File: config.mk
export PLATFORM = sky130hd
export DESIGN_NAME = tecd_timer_ext
export DESIGN_NICKNAME = d
export VERILOG_FILES = /design/src/design/tecd_pkg.sv /design/src/design/tecd_timer_ext.sv
export SDC_FILE = /design/constraint.sdc
export NUM_CORES = 1
export LEC_CHECK = 0
export ABC_CLOCK_PERIOD_IN_PS = 5900
export BUFFER_PORTS_ARGS = -buffer_cell sky130_fd_sc_hd__buf_4
export CAP_MARGIN = 10
export CORE_MARGIN = 2
export CORE_UTILIZATION = 50
export DETAILED_ROUTE_END_ITERATION = 7
export PLACE_DENSITY = 0.72
export SETUP_SLACK_MARGIN = 0.02
export SLEW_MARGIN = 20
export SYNTH_ARGS = -nofsm -noshare
export SYNTH_HDL_FRONTEND = slang
export SYNTH_SLANG_ARGS = --single-unit
File: constraint.sdc
create_clock -name ref_clk -period 5.9 [get_ports ref_clk]
set_clock_uncertainty 0.15 [all_clocks]
set_input_delay 1.18 -clock ref_clk [delete_from_list [all_inputs] [get_ports ref_clk]]
set_output_delay 1.18 -clock ref_clk [all_outputs]
set_load 0.005 [all_outputs]
File: src/design/tecd_pkg.sv
// Purpose: Shared types and constants for the timer external clock block
// Assumes: One peripheral clock, synchronous inputs
// Notes: Mode codes select how each timer reacts to its pin pair
package tecd_pkg;

    localparam int TECD_WIDTH = 16;
    localparam logic [15:0] TECD_COUNT_RST = 16'h0000;
    localparam logic [1:0] TECD_PINS_RST = 2'h0;

    // Counting modes per timer
    typedef enum logic [1:0] {
        TECD_MODE_OFF  = 2'h0,
        TECD_MODE_EDGE = 2'h1,
        TECD_MODE_QUAD = 2'h2
    } tecd_mode_e;

    // One timer's pin pair from the outside source
    typedef struct packed {
        logic ext_clock;
        logic ext_direction;
    } tecd_pins_s;

endpackage

File: src/design/tecd_timer_ext.sv
// Purpose: External clock, direction and quadrature counting for two timers
// Assumes: Pins already synchronous to ref_clk; rst_n synchronous active low
// Notes: Count is WIDTH bits (16 by default) and wraps in both directions
`timescale 1ns/1ps
`default_nettype none

module tecd_timer_ext #(
    parameter int WIDTH = tecd_pkg::TECD_WIDTH
) (
    input wire logic ref_clk, // Peripheral clock
    input wire logic rst_n, // Synchronous reset, active low
    input wire logic first_timer_ext_clock, // Timer one external clock pin
    input wire logic first_timer_ext_direction, // Timer one direction pin
    input wire logic second_timer_ext_clock, // Timer two external clock pin
    input wire logic second_timer_ext_direction, // Timer two direction pin
    input wire tecd_pkg::tecd_mode_e first_mode, // Timer one mode
    input wire tecd_pkg::tecd_mode_e second_mode, // Timer two mode
    input wire logic baud_ext_sel, // Take baud clock from timer one pin
    input wire logic baud_int_clock, // Internal baud clock source
    output logic baud_clock_src, // Clock fed to baud-rate generator
    output logic [WIDTH-1:0] first_count, // Timer one count
    output logic [WIDTH-1:0] second_count, // Timer two count
    output logic [1:0] count_step // Per timer: count changed last cycle
);
    import tecd_pkg::*;

    // ==========================================================
    // Elaboration checks
    // ==========================================================
    // Below two bits a count cannot show direction; above 32 bits
    // the wrap arithmetic has not been sized
    generate
        if (WIDTH < 2 || WIDTH > 32) begin : g_bad_width
            $error("WIDTH must lie in 2..32");
        end
    endgenerate

    // ==========================================================
    // Pin pairs and modes gathered per timer
    // ==========================================================
    tecd_pins_s pins [2];
    tecd_mode_e mode [2];

    assign pins[0] = '{first_timer_ext_clock, first_timer_ext_direction};
    assign pins[1] = '{second_timer_ext_clock, second_timer_ext_direction};
    assign mode[0] = first_mode;
    assign mode[1] = second_mode;

    // ==========================================================
    // Per-timer pin history, step decision and count
    // ==========================================================
    genvar g;
    generate
        for (g = 0; g < 2; g++) begin : g_timer
            tecd_pins_s prev_r;
            tecd_pins_s prev_nxt;
            logic [WIDTH-1:0] count_r;
            logic [WIDTH-1:0] count_nxt;
            logic step_r;
            logic step_nxt;
            logic clk_edge;
            logic dir_edge;
            logic up;
            logic do_step;

            // ==================================================
            // Pin history
            // ==================================================
            // History resets low, so a pin that is high at release
            // is seen as one edge at the first sample
            always_comb begin
                prev_nxt = pins[g];
            end

            always_ff @(posedge ref_clk) begin
                if (!rst_n) begin
                    prev_r <= TECD_PINS_RST;
                end else begin
                    prev_r <= prev_nxt;
                end
            end

            // ==================================================
            // Edge detection and mode decode
            // ==================================================
            always_comb begin
                clk_edge = pins[g].ext_clock ^ prev_r.ext_clock;
                dir_edge = pins[g].ext_direction ^ prev_r.ext_direction;
                up = 1'b0;
                do_step = 1'b0;
                unique case (mode[g])
                    TECD_MODE_OFF: begin
                        do_step = 1'b0;
                        up = 1'b0;
                    end
                    TECD_MODE_EDGE: begin
                        // Either edge of the clock pin counts
                        do_step = clk_edge;
                        // Direction level sampled alongside the edge
                        up = pins[g].ext_direction;
                    end
                    TECD_MODE_QUAD: begin
                        // Both pins moving in one sample is a lost
                        // step; ignoring it is safer than guessing
                        do_step = clk_edge ^ dir_edge;
                        if (clk_edge) begin
                            // Clock moved: up when it now differs
                            up = pins[g].ext_clock ^
                                pins[g].ext_direction;
                        end else begin
                            // Direction moved: up when it now agrees
                            up = ~(pins[g].ext_clock ^
                                pins[g].ext_direction);
                        end
                    end
                    default: begin
                        // Spare code behaves as off
                        do_step = 1'b0;
                        up = 1'b0;
                    end
                endcase
            end

            // ==================================================
            // Count register
            // ==================================================
            // Wraps silently in both directions, as a 16-bit
            // timer would; no overflow flag is kept here
            always_comb begin
                count_nxt = count_r;
                if (do_step) begin
                    if (up) begin
                        count_nxt = count_r + WIDTH'(1);
                    end else begin
                        count_nxt = count_r - WIDTH'(1);
                    end
                end
            end

            always_ff @(posedge ref_clk) begin
                if (!rst_n) begin
                    count_r <= WIDTH'(TECD_COUNT_RST);
                end else begin
                    count_r <= count_nxt;
                end
            end

            // ==================================================
            // Step flag
            // ==================================================
            always_comb begin
                step_nxt = do_step;
            end

            always_ff @(posedge ref_clk) begin
                if (!rst_n) begin
                    step_r <= 1'b0;
                end else begin
                    step_r <= step_nxt;
                end
            end
        end
    endgenerate

    // ==========================================================
    // Baud-rate generator clock source
    // ==========================================================
    // Registered so the generator sees a clean level; this costs
    // one cycle of delay on the routed clock
    logic baud_nxt;
    logic baud_r;

    always_comb begin
        if (baud_ext_sel) begin
            baud_nxt = first_timer_ext_clock;
        end else begin
            baud_nxt = baud_int_clock;
        end
    end

    always_ff @(posedge ref_clk) begin
        if (!rst_n) begin
            baud_r <= 1'b0;
        end else begin
            baud_r <= baud_nxt;
        end
    end

    // ==========================================================
    // Outputs
    // ==========================================================
    assign baud_clock_src = baud_r;
    assign first_count = g_timer[0].count_r;
    assign second_count = g_timer[1].count_r;
    assign count_step = {g_timer[1].step_r, g_timer[0].step_r};

endmodule

`default_nettype wire

==> results of run 1 <==
-- state kept, by name, indices dropped and copies added (netlist names) --
name,flops
g_timer.prev_r,4
first_count,16
second_count,16
g_timer.step_r,2
baud_clock_src,1
-- tightest hold or removal path: cells and delay by family (launching register included) --
kind,cells,cell delay [ns]
flops,1,0.32
simple gates,1,0.05
mux,1,0.05
-- logic make-up after synthesis --
group | after synthesis
AO/OA/AOI/OAI | 102
XOR/XNOR | 22
adder cells (fa/ha/maj) | 36
buffers and inverters | 29
flip-flops | 39
multiplexers | 13
AND/OR/NAND/NOR | 121
-- cell usage in the layout, fill, tap and decap left out, types with 2 or more instances in the layout --
cell type | Yosys | layout
buf_4 | 4 | 47
dfxtp_1 | 39 | 39
a21oi_1 | 38 | 38
nand2_1 | 35 | 35
ha_1 | 34 | 34
nor2_1 | 22 | 22
xnor2_1 | 19 | 19
o21ai_0 | 17 | 17
inv_1 | 16 | 16
nand3_1 | 13 | 13
mux2i_1 | 13 | 13
nand2b_1 | 11 | 11
o211ai_1 | 10 | 10
and2_1 | 7 | 7
clkbuf_8 | 0 | 7
a21o_1 | 6 | 6
a211oi_1 | 6 | 6
nor3_1 | 6 | 6
nor2b_1 | 5 | 5
o21a_1 | 5 | 5
and3_1 | 5 | 5
a31oi_1 | 4 | 4
or2_2 | 3 | 3
o22ai_1 | 3 | 3
nor3b_1 | 2 | 2
or3_1 | 2 | 2
xor2_1 | 2 | 2
nand4_1 | 2 | 2
o2111ai_1 | 2 | 2
o311ai_0 | 2 | 2
and4_1 | 2 | 2
a221oi_1 | 2 | 2
nand4b_1 | 2 | 2
fa_1 | 2 | 2
-- per-stage QoR --
stage               hold WS, ns  instance area (µm²)  power (mW)  setup slack, ns
global route              0.358                 3470        1.36             1.61
detailed placement        0.317                 3370        1.05             1.60
floorplan                 0.309                 2990       0.879             2.11
global placement          0.304                 3370        1.03             1.63
CTS                       0.330                 3470        1.26             1.90
finish                    0.324                 3470        1.26             1.91
-- path summary, 6_finish.rpt --
check	slack (ns)	startpoint	depth (start not counted)	endpoint
worst max register to register	2.82	g_timer[1].prev_r[1]$_SDFF_PN0_	10	second_count[15]$_SDFFE_PN0P_
worst min-delay path	0.32	second_count[15]$_SDFFE_PN0P_	2	second_count[15]$_SDFFE_PN0P_
worst max-delay path	1.91	second_mode[0]	13	second_count[15]$_SDFFE_PN0P_
worst min register to register	0.32	second_count[15]$_SDFFE_PN0P_	2	second_count[15]$_SDFFE_PN0P_
-- routing by layer --
| metal | wire length (µm) | global-route usage [%] | vias to the layer above |
|---|---|---|---|
| met5 | 0 | 0 | - |
| met4 | 52 | 5.08 | 0 |
| met3 | 227 | 3.56 | 5 |
| met2 | 2990 | 33.4 | 46 |
| met1 | 3360 | 29.4 | 1212 |
| li1 | - | - | 1403 |
-- area by class of cell --
cell class	count	area share (%)
clock buffer	8	2.89
inverter	17	1.84
multi-input combinational	294	59.9
sequential	39	22.5
tap	75	2.71
timing repair buffer	47	10.2
-- report_power, final --
group | switching, mW | internal, mW | total, mW | leakage, nW
Sequential | 0.0399 | 0.308 | 0.348 | 0.320
Combinational | 0.360 | 0.341 | 0.701 | 1.16
Clock | 0.101 | 0.107 | 0.208 | 0.0515
Total | 0.501 | 0.756 | 1.26 | 1.53
==> metrics.md, run 1 <==
| Metric | Value |
|---|---|
| Run status | `finished, final reports clean` |
| Period minus WS final | `3.99 ns` |
| XOR/XNOR share of the synthesized area | `6.69%` |
| Post-route ant nets | `0` |
| Die H | `81.4 µm` |
| Most instantiated cells after synthesis | `dfxtp_1, a21oi_1, nand2_1` |
| DR iter-0 viols | `138` |
| Peak Freq | `roughly 0.25 GHz` |
| Post-CTS setup buffers | `0` |
| Endpoints failing setup | `0` |
| Root buffer cell | `clkbuf_8` |
| Fin nets | `~450` |
| Fraction of registers with async set/reset | `0%` |
| Largest area contributor in the synthesized netlist | `dfxtp_1` |
| Crit Path Max Fanout | `17` |
| Bufs on Longest Clock Path | `2` |
| Critical Path RT | `5.98 ns` |
| Port bufs | `46` |
| Multiplexer area fraction after synthesis | `~4.3%` |
| ANT cells | `0` |
| Final clock period utilization by the worst path | `about 68%` |
| Clock sink count | `39` |
| Final TNS setup | `0 ns` |
| Synth Area in Compound Gates | `22.2%` |
| TritonCTS Buffers | `5` |
| Detailed Routing Iterations Pass 1 | `4` |
| Most common cell in the netlist | `dfxtp_1` |
| Row count | `28` |
| Routed vias/inst | `5.55` |
| Synth Flop Type | `dfxtp_1` |
| CP top delay family | `compound AO/OA/AOI/OAI gates` |
| Power Density | `~360 mW/mm²` |
| Pin count of the biggest net entering global routing | `29` |
| Slowest-stage cell, CP | `or2_2` |
| Sequential area share after synthesis | `26.1%` |
| Global-route wire length before repair | `11000 µm` |
| Core area | `0.00585 mm²` |
| Mean Syn Cell Area | `~8.3 µm²` |
| Endpoints failing hold | `0` |
| Die Footprint | `0.00662 mm²` |
| Kind of critical path | `primary input to flop` |
| Area Growth Syn to Fin | `15.9%` |
| Synth area leaders | `dfxtp_1, ha_1, a21oi_1` |
| Max Slew Vio Count | `0` |
| Cell area after synthesis | `~0.0030 mm²` |
| Worst-margin pin slew | `approximately 0.84 ns` |
| Clk_lat worst skew | `approximately 0.3 ns` |
| Initial antenna violation count | `0` |
| Vias | `2666` |
| Synth Register Bits | `39` |
| Post-synth EDFFs | `0` |
| H-tree depth | `2` |
| Synth warnings | `0` |
| Max cap viols | `0` |
| Finished Layout Cells | `480` |
| Synth Area in Adders | `15.6%` |
| CP Launch Type | `primary input` |
| Starting Density | `51.2%` |
| Leak | `1.53 nW` |
| Worst EP arrival | `about 4.1 ns` |
| Die span in x | `about 81 µm` |
| Yosys top cell area share | `26.1%` |
| Worst path buffer plus inverter count | `2` |
| Hold_buf cts | `0` |
| Post-Syn Instances | `about 360` |
| I/O pin count | `47` |
| Total congestion overflow | `0` |
| Final wirelength | `about 6600 µm` |
| Final design utilization | `59.3%` |
| Register area | `781 µm²` |
| DRC viols | `0` |
| DPL Wire Length | `4770 µm` |
| GRT Util Overall | `21.0%` |
| Critical path endpoint category | `flop` |
| Post-Synth Simple-Gate Area | `20.7%` |
| Vias in the first global route | `2431` |
| Placed cell count | `472` |
| RSZ-0062 raised after global routing | `no` |
| Peak per-stage delay on the critical path | `0.45 ns` |
| Syn_nets | `410` |
| Worst-case vdd ir drop | `roughly 0.19 mV` |
| RD Place Congestion | `0.805` |
| Clk slew on worst S/H paths | `0.08 ns` |
| Footprint of the multi-input gates | `0.00208 mm²` |
| Fillers | `roughly 530` |
| Share of layout cells above drive strength 1 | `15.6%` |
| Largest family of logic cells by synthesized area | `compound AO/OA/AOI/OAI gates` |
| Worst-path cell chain | `buf_4, inv_1, ha_1, nor3b_1, a21oi_1, or2_2, ha_1, a211oi_1, o211ai_1, a221oi_2, a21oi_1, mux2i_1, mux2i_1` |
| Worst hold path type | `flop to flop` |
| TritonCTS clock tree | `done` |
| Slew headroom | `44.2%` |
| Avg WL per Cell | `13.8 µm` |
| Post-cts resize count | `0` |
| Yosys cell types | `50` |
Note: power is estimated with default switching activity, not from simulation.
==> run 2, diff against run 1 <==
Settings changed: ABC_CLOCK_PERIOD_IN_PS 5900 to 3800.
Clock period 5.9 ns to 3.8 ns, I/O delays scaled along.
==> metrics.md, run 2 (same netlist as run 1, synthesis figures left out) <==
| Metric | Value |
|---|---|
| Clk slew on worst S/H paths | `0.08 ns` |
| Final wirelength | `between 6000 and 7000 µm` |
| Pre-CTS setup slack | `0.0878 ns` |
| FF-to-FF Start | `g_timer[0].prev_r[1]$_SDFF_PN0_` |
| Fin worst setup slack | `0.398 ns` |
| Core area | `0.00585 mm²` |
| Final clock period utilization by the worst path | `89.5%` |
| Routed vias/inst | `5.53` |
| Die Footprint | `0.00662 mm²` |
| Worst-margin pin slew | `0.796 ns` |
| Leak | `1.56 nW` |
| Clock sink count | `39` |
| DPL Wire Length | `4810 µm` |
| Starting Density | `~51%` |
| Endpoints failing hold | `0` |
| Avg WL per Cell | `13.4 µm` |
| Hold_sp | `second_count[15]$_SDFFE_PN0P_` |
| Final design utilization | `between 60% and 70%` |
| Die H | `about 81 µm` |
| ANT cells | `0` |
| Placed inst area | `~0.0034 mm²` |
| Detailed Routing Iterations Pass 1 | `4` |
| Endpoints failing setup | `0` |
| CP Launch Type | `primary input` |
| Port bufs | `46` |
| Worst path buffer plus inverter count | `3` |
| Slowest-stage cell, CP | `fa_1` |
| Fin nets | `458` |
| Bufs on Longest Clock Path | `2` |
| TritonCTS Buffers | `5` |
| Area Growth Syn to Fin | `17.4%` |
| Peak per-stage delay on the critical path | `0.39 ns` |
| Worst Setup SP | `first_mode[0]` |
| Power Density | `557 mW/mm²` |
| GRT Util Overall | `21.3%` |
| Max cap viols | `0` |
| DRC viols | `0` |
| Worst hold path type | `flop to flop` |
| Critical Path RT | `3.84 ns` |
| Register area | `781 µm²` |
| Peak Freq | `0.294 GHz` |
| Share of layout cells above drive strength 1 | `16.8%` |
| Total congestion overflow | `0` |
| Pin count of the biggest net entering global routing | `29` |
| Tot Pwr | `between 1.5 and 2 mW` |
| Most common cell after layout, fill and taps aside | `buf_4` |
| Final TNS setup | `0 ns` |
| Kind of critical path | `primary input to flop` |
| Worst-path cell chain | `buf_4, inv_1, ha_1, a21o_1, a22oi_1, or2_2, inv_1, fa_1, nand2b_1, a21oi_1, o211ai_1, o211ai_1, mux2i_1, nand2_1` |
| Vias | `2687` |
| Vias in the first global route | `between 2k and 3k` |
| Clk_lat worst skew | `0.29 ns` |
| TritonCTS clock tree | `done` |
| Worst-case vdd ir drop | `0.260 mV` |
| Critical path endpoint category | `flop` |
| Post-route ant nets | `0` |
| Hold_buf cts | `0` |
| Root buffer cell | `clkbuf_8` |
| Footprint of the multi-input gates | `between 0.002 and 0.0025 mm²` |
| Final Cell Area | `0.00351 mm²` |
| Run status | `finished, final reports clean` |
| H-tree depth | `2` |
| DR iter-0 viols | `166` |
| RSZ-0062 raised after global routing | `no` |
| Hold WS | `0.326 ns` |
| Initial antenna violation count | `0` |
| Placed cell count | `478` |
| Global-route wire length before repair | `11100 µm` |
| RD Place Congestion | `0.831` |
| I/O pin count | `47` |
| Crit Path Max Fanout | `15` |
| Most frequent cells in the layout | `buf_4, dfxtp_1, a21oi_1, nand2_1, ha_1` |
| Fillers | `539` |
| Finished Layout Cells | `486` |
| Post-CTS setup buffers | `0` |
| Post-cts resize count | `0` |
| CP top delay family | `compound AO/OA/AOI/OAI gates` |
| Period minus WS final | `3.40 ns` |
| Max Slew Vio Count | `0` |
| Worst EP arrival | `between 3 and 4 ns` |
| Die span in x | `81.4 µm` |
| Row count | `28` |
| Slew headroom | `between 40 and 50%` |
## run 2: cell types whose count changed in the layout (fill, tap and decap cells not counted), sizes merged
| cell | change |
|---|---|
| buf | +6 |
## run 2: worst reg2reg max path, cell delays in order (launching register included)
cell	delay, ns
dfxtp_1	0.40
a21o_1	0.13
a22oi_1	0.07
or2_2	0.43
ha_1	0.42
a21oi_1	0.24
o21ai_0	0.17
a221oi_1	0.37
and3_1	0.21
o21a_1	0.12
mux2i_1	0.18
## run 2: per-layer routing
layer	share of wire [%]	wire length [µm]	up-vias	GRT usage [%]
met2	44	2860	58	33.8
met1	51	3330	1220	29.4
met5	0	0	-	0
met4	0.68	44	0	5.59
met3	4.3	282	4	4.11
li1	-	-	1405	-
## run 2: path summary, 6_finish.rpt
kind,to,slack [ns],depth (start not counted)
worst max register to register,first_count[15]$_SDFFE_PN0P_,0.84,10
worst max-delay path,first_count[14]$_SDFFE_PN0P_,0.40,14
worst min-delay path,second_count[15]$_SDFFE_PN0P_,0.33,2
worst min register to register,second_count[15]$_SDFFE_PN0P_,0.33,2
## run 2: layout make-up
| type | instances | area share [%] |
|---|---|---|
| Multi-Input combinational cell | 294 | 59.1 |
| Sequential cell | 39 | 22.2 |
| Timing Repair Buffer | 53 | 11.3 |
| Clock buffer | 8 | 2.85 |
| Tap cell | 75 | 2.67 |
| Inverter | 17 | 1.82 |
## run 2: power breakdown
| group | total, mW | switching [mW] | leakage, nW | internal, mW |
|---|---|---|---|---|
| Sequential | 0.540 | 0.0610 | 0.320 | 0.479 |
| Combinational | 1.09 | 0.558 | 1.19 | 0.537 |
| Clock | 0.321 | 0.155 | 0.0515 | 0.166 |
| Total | 1.96 | 0.774 | 1.56 | 1.18 |
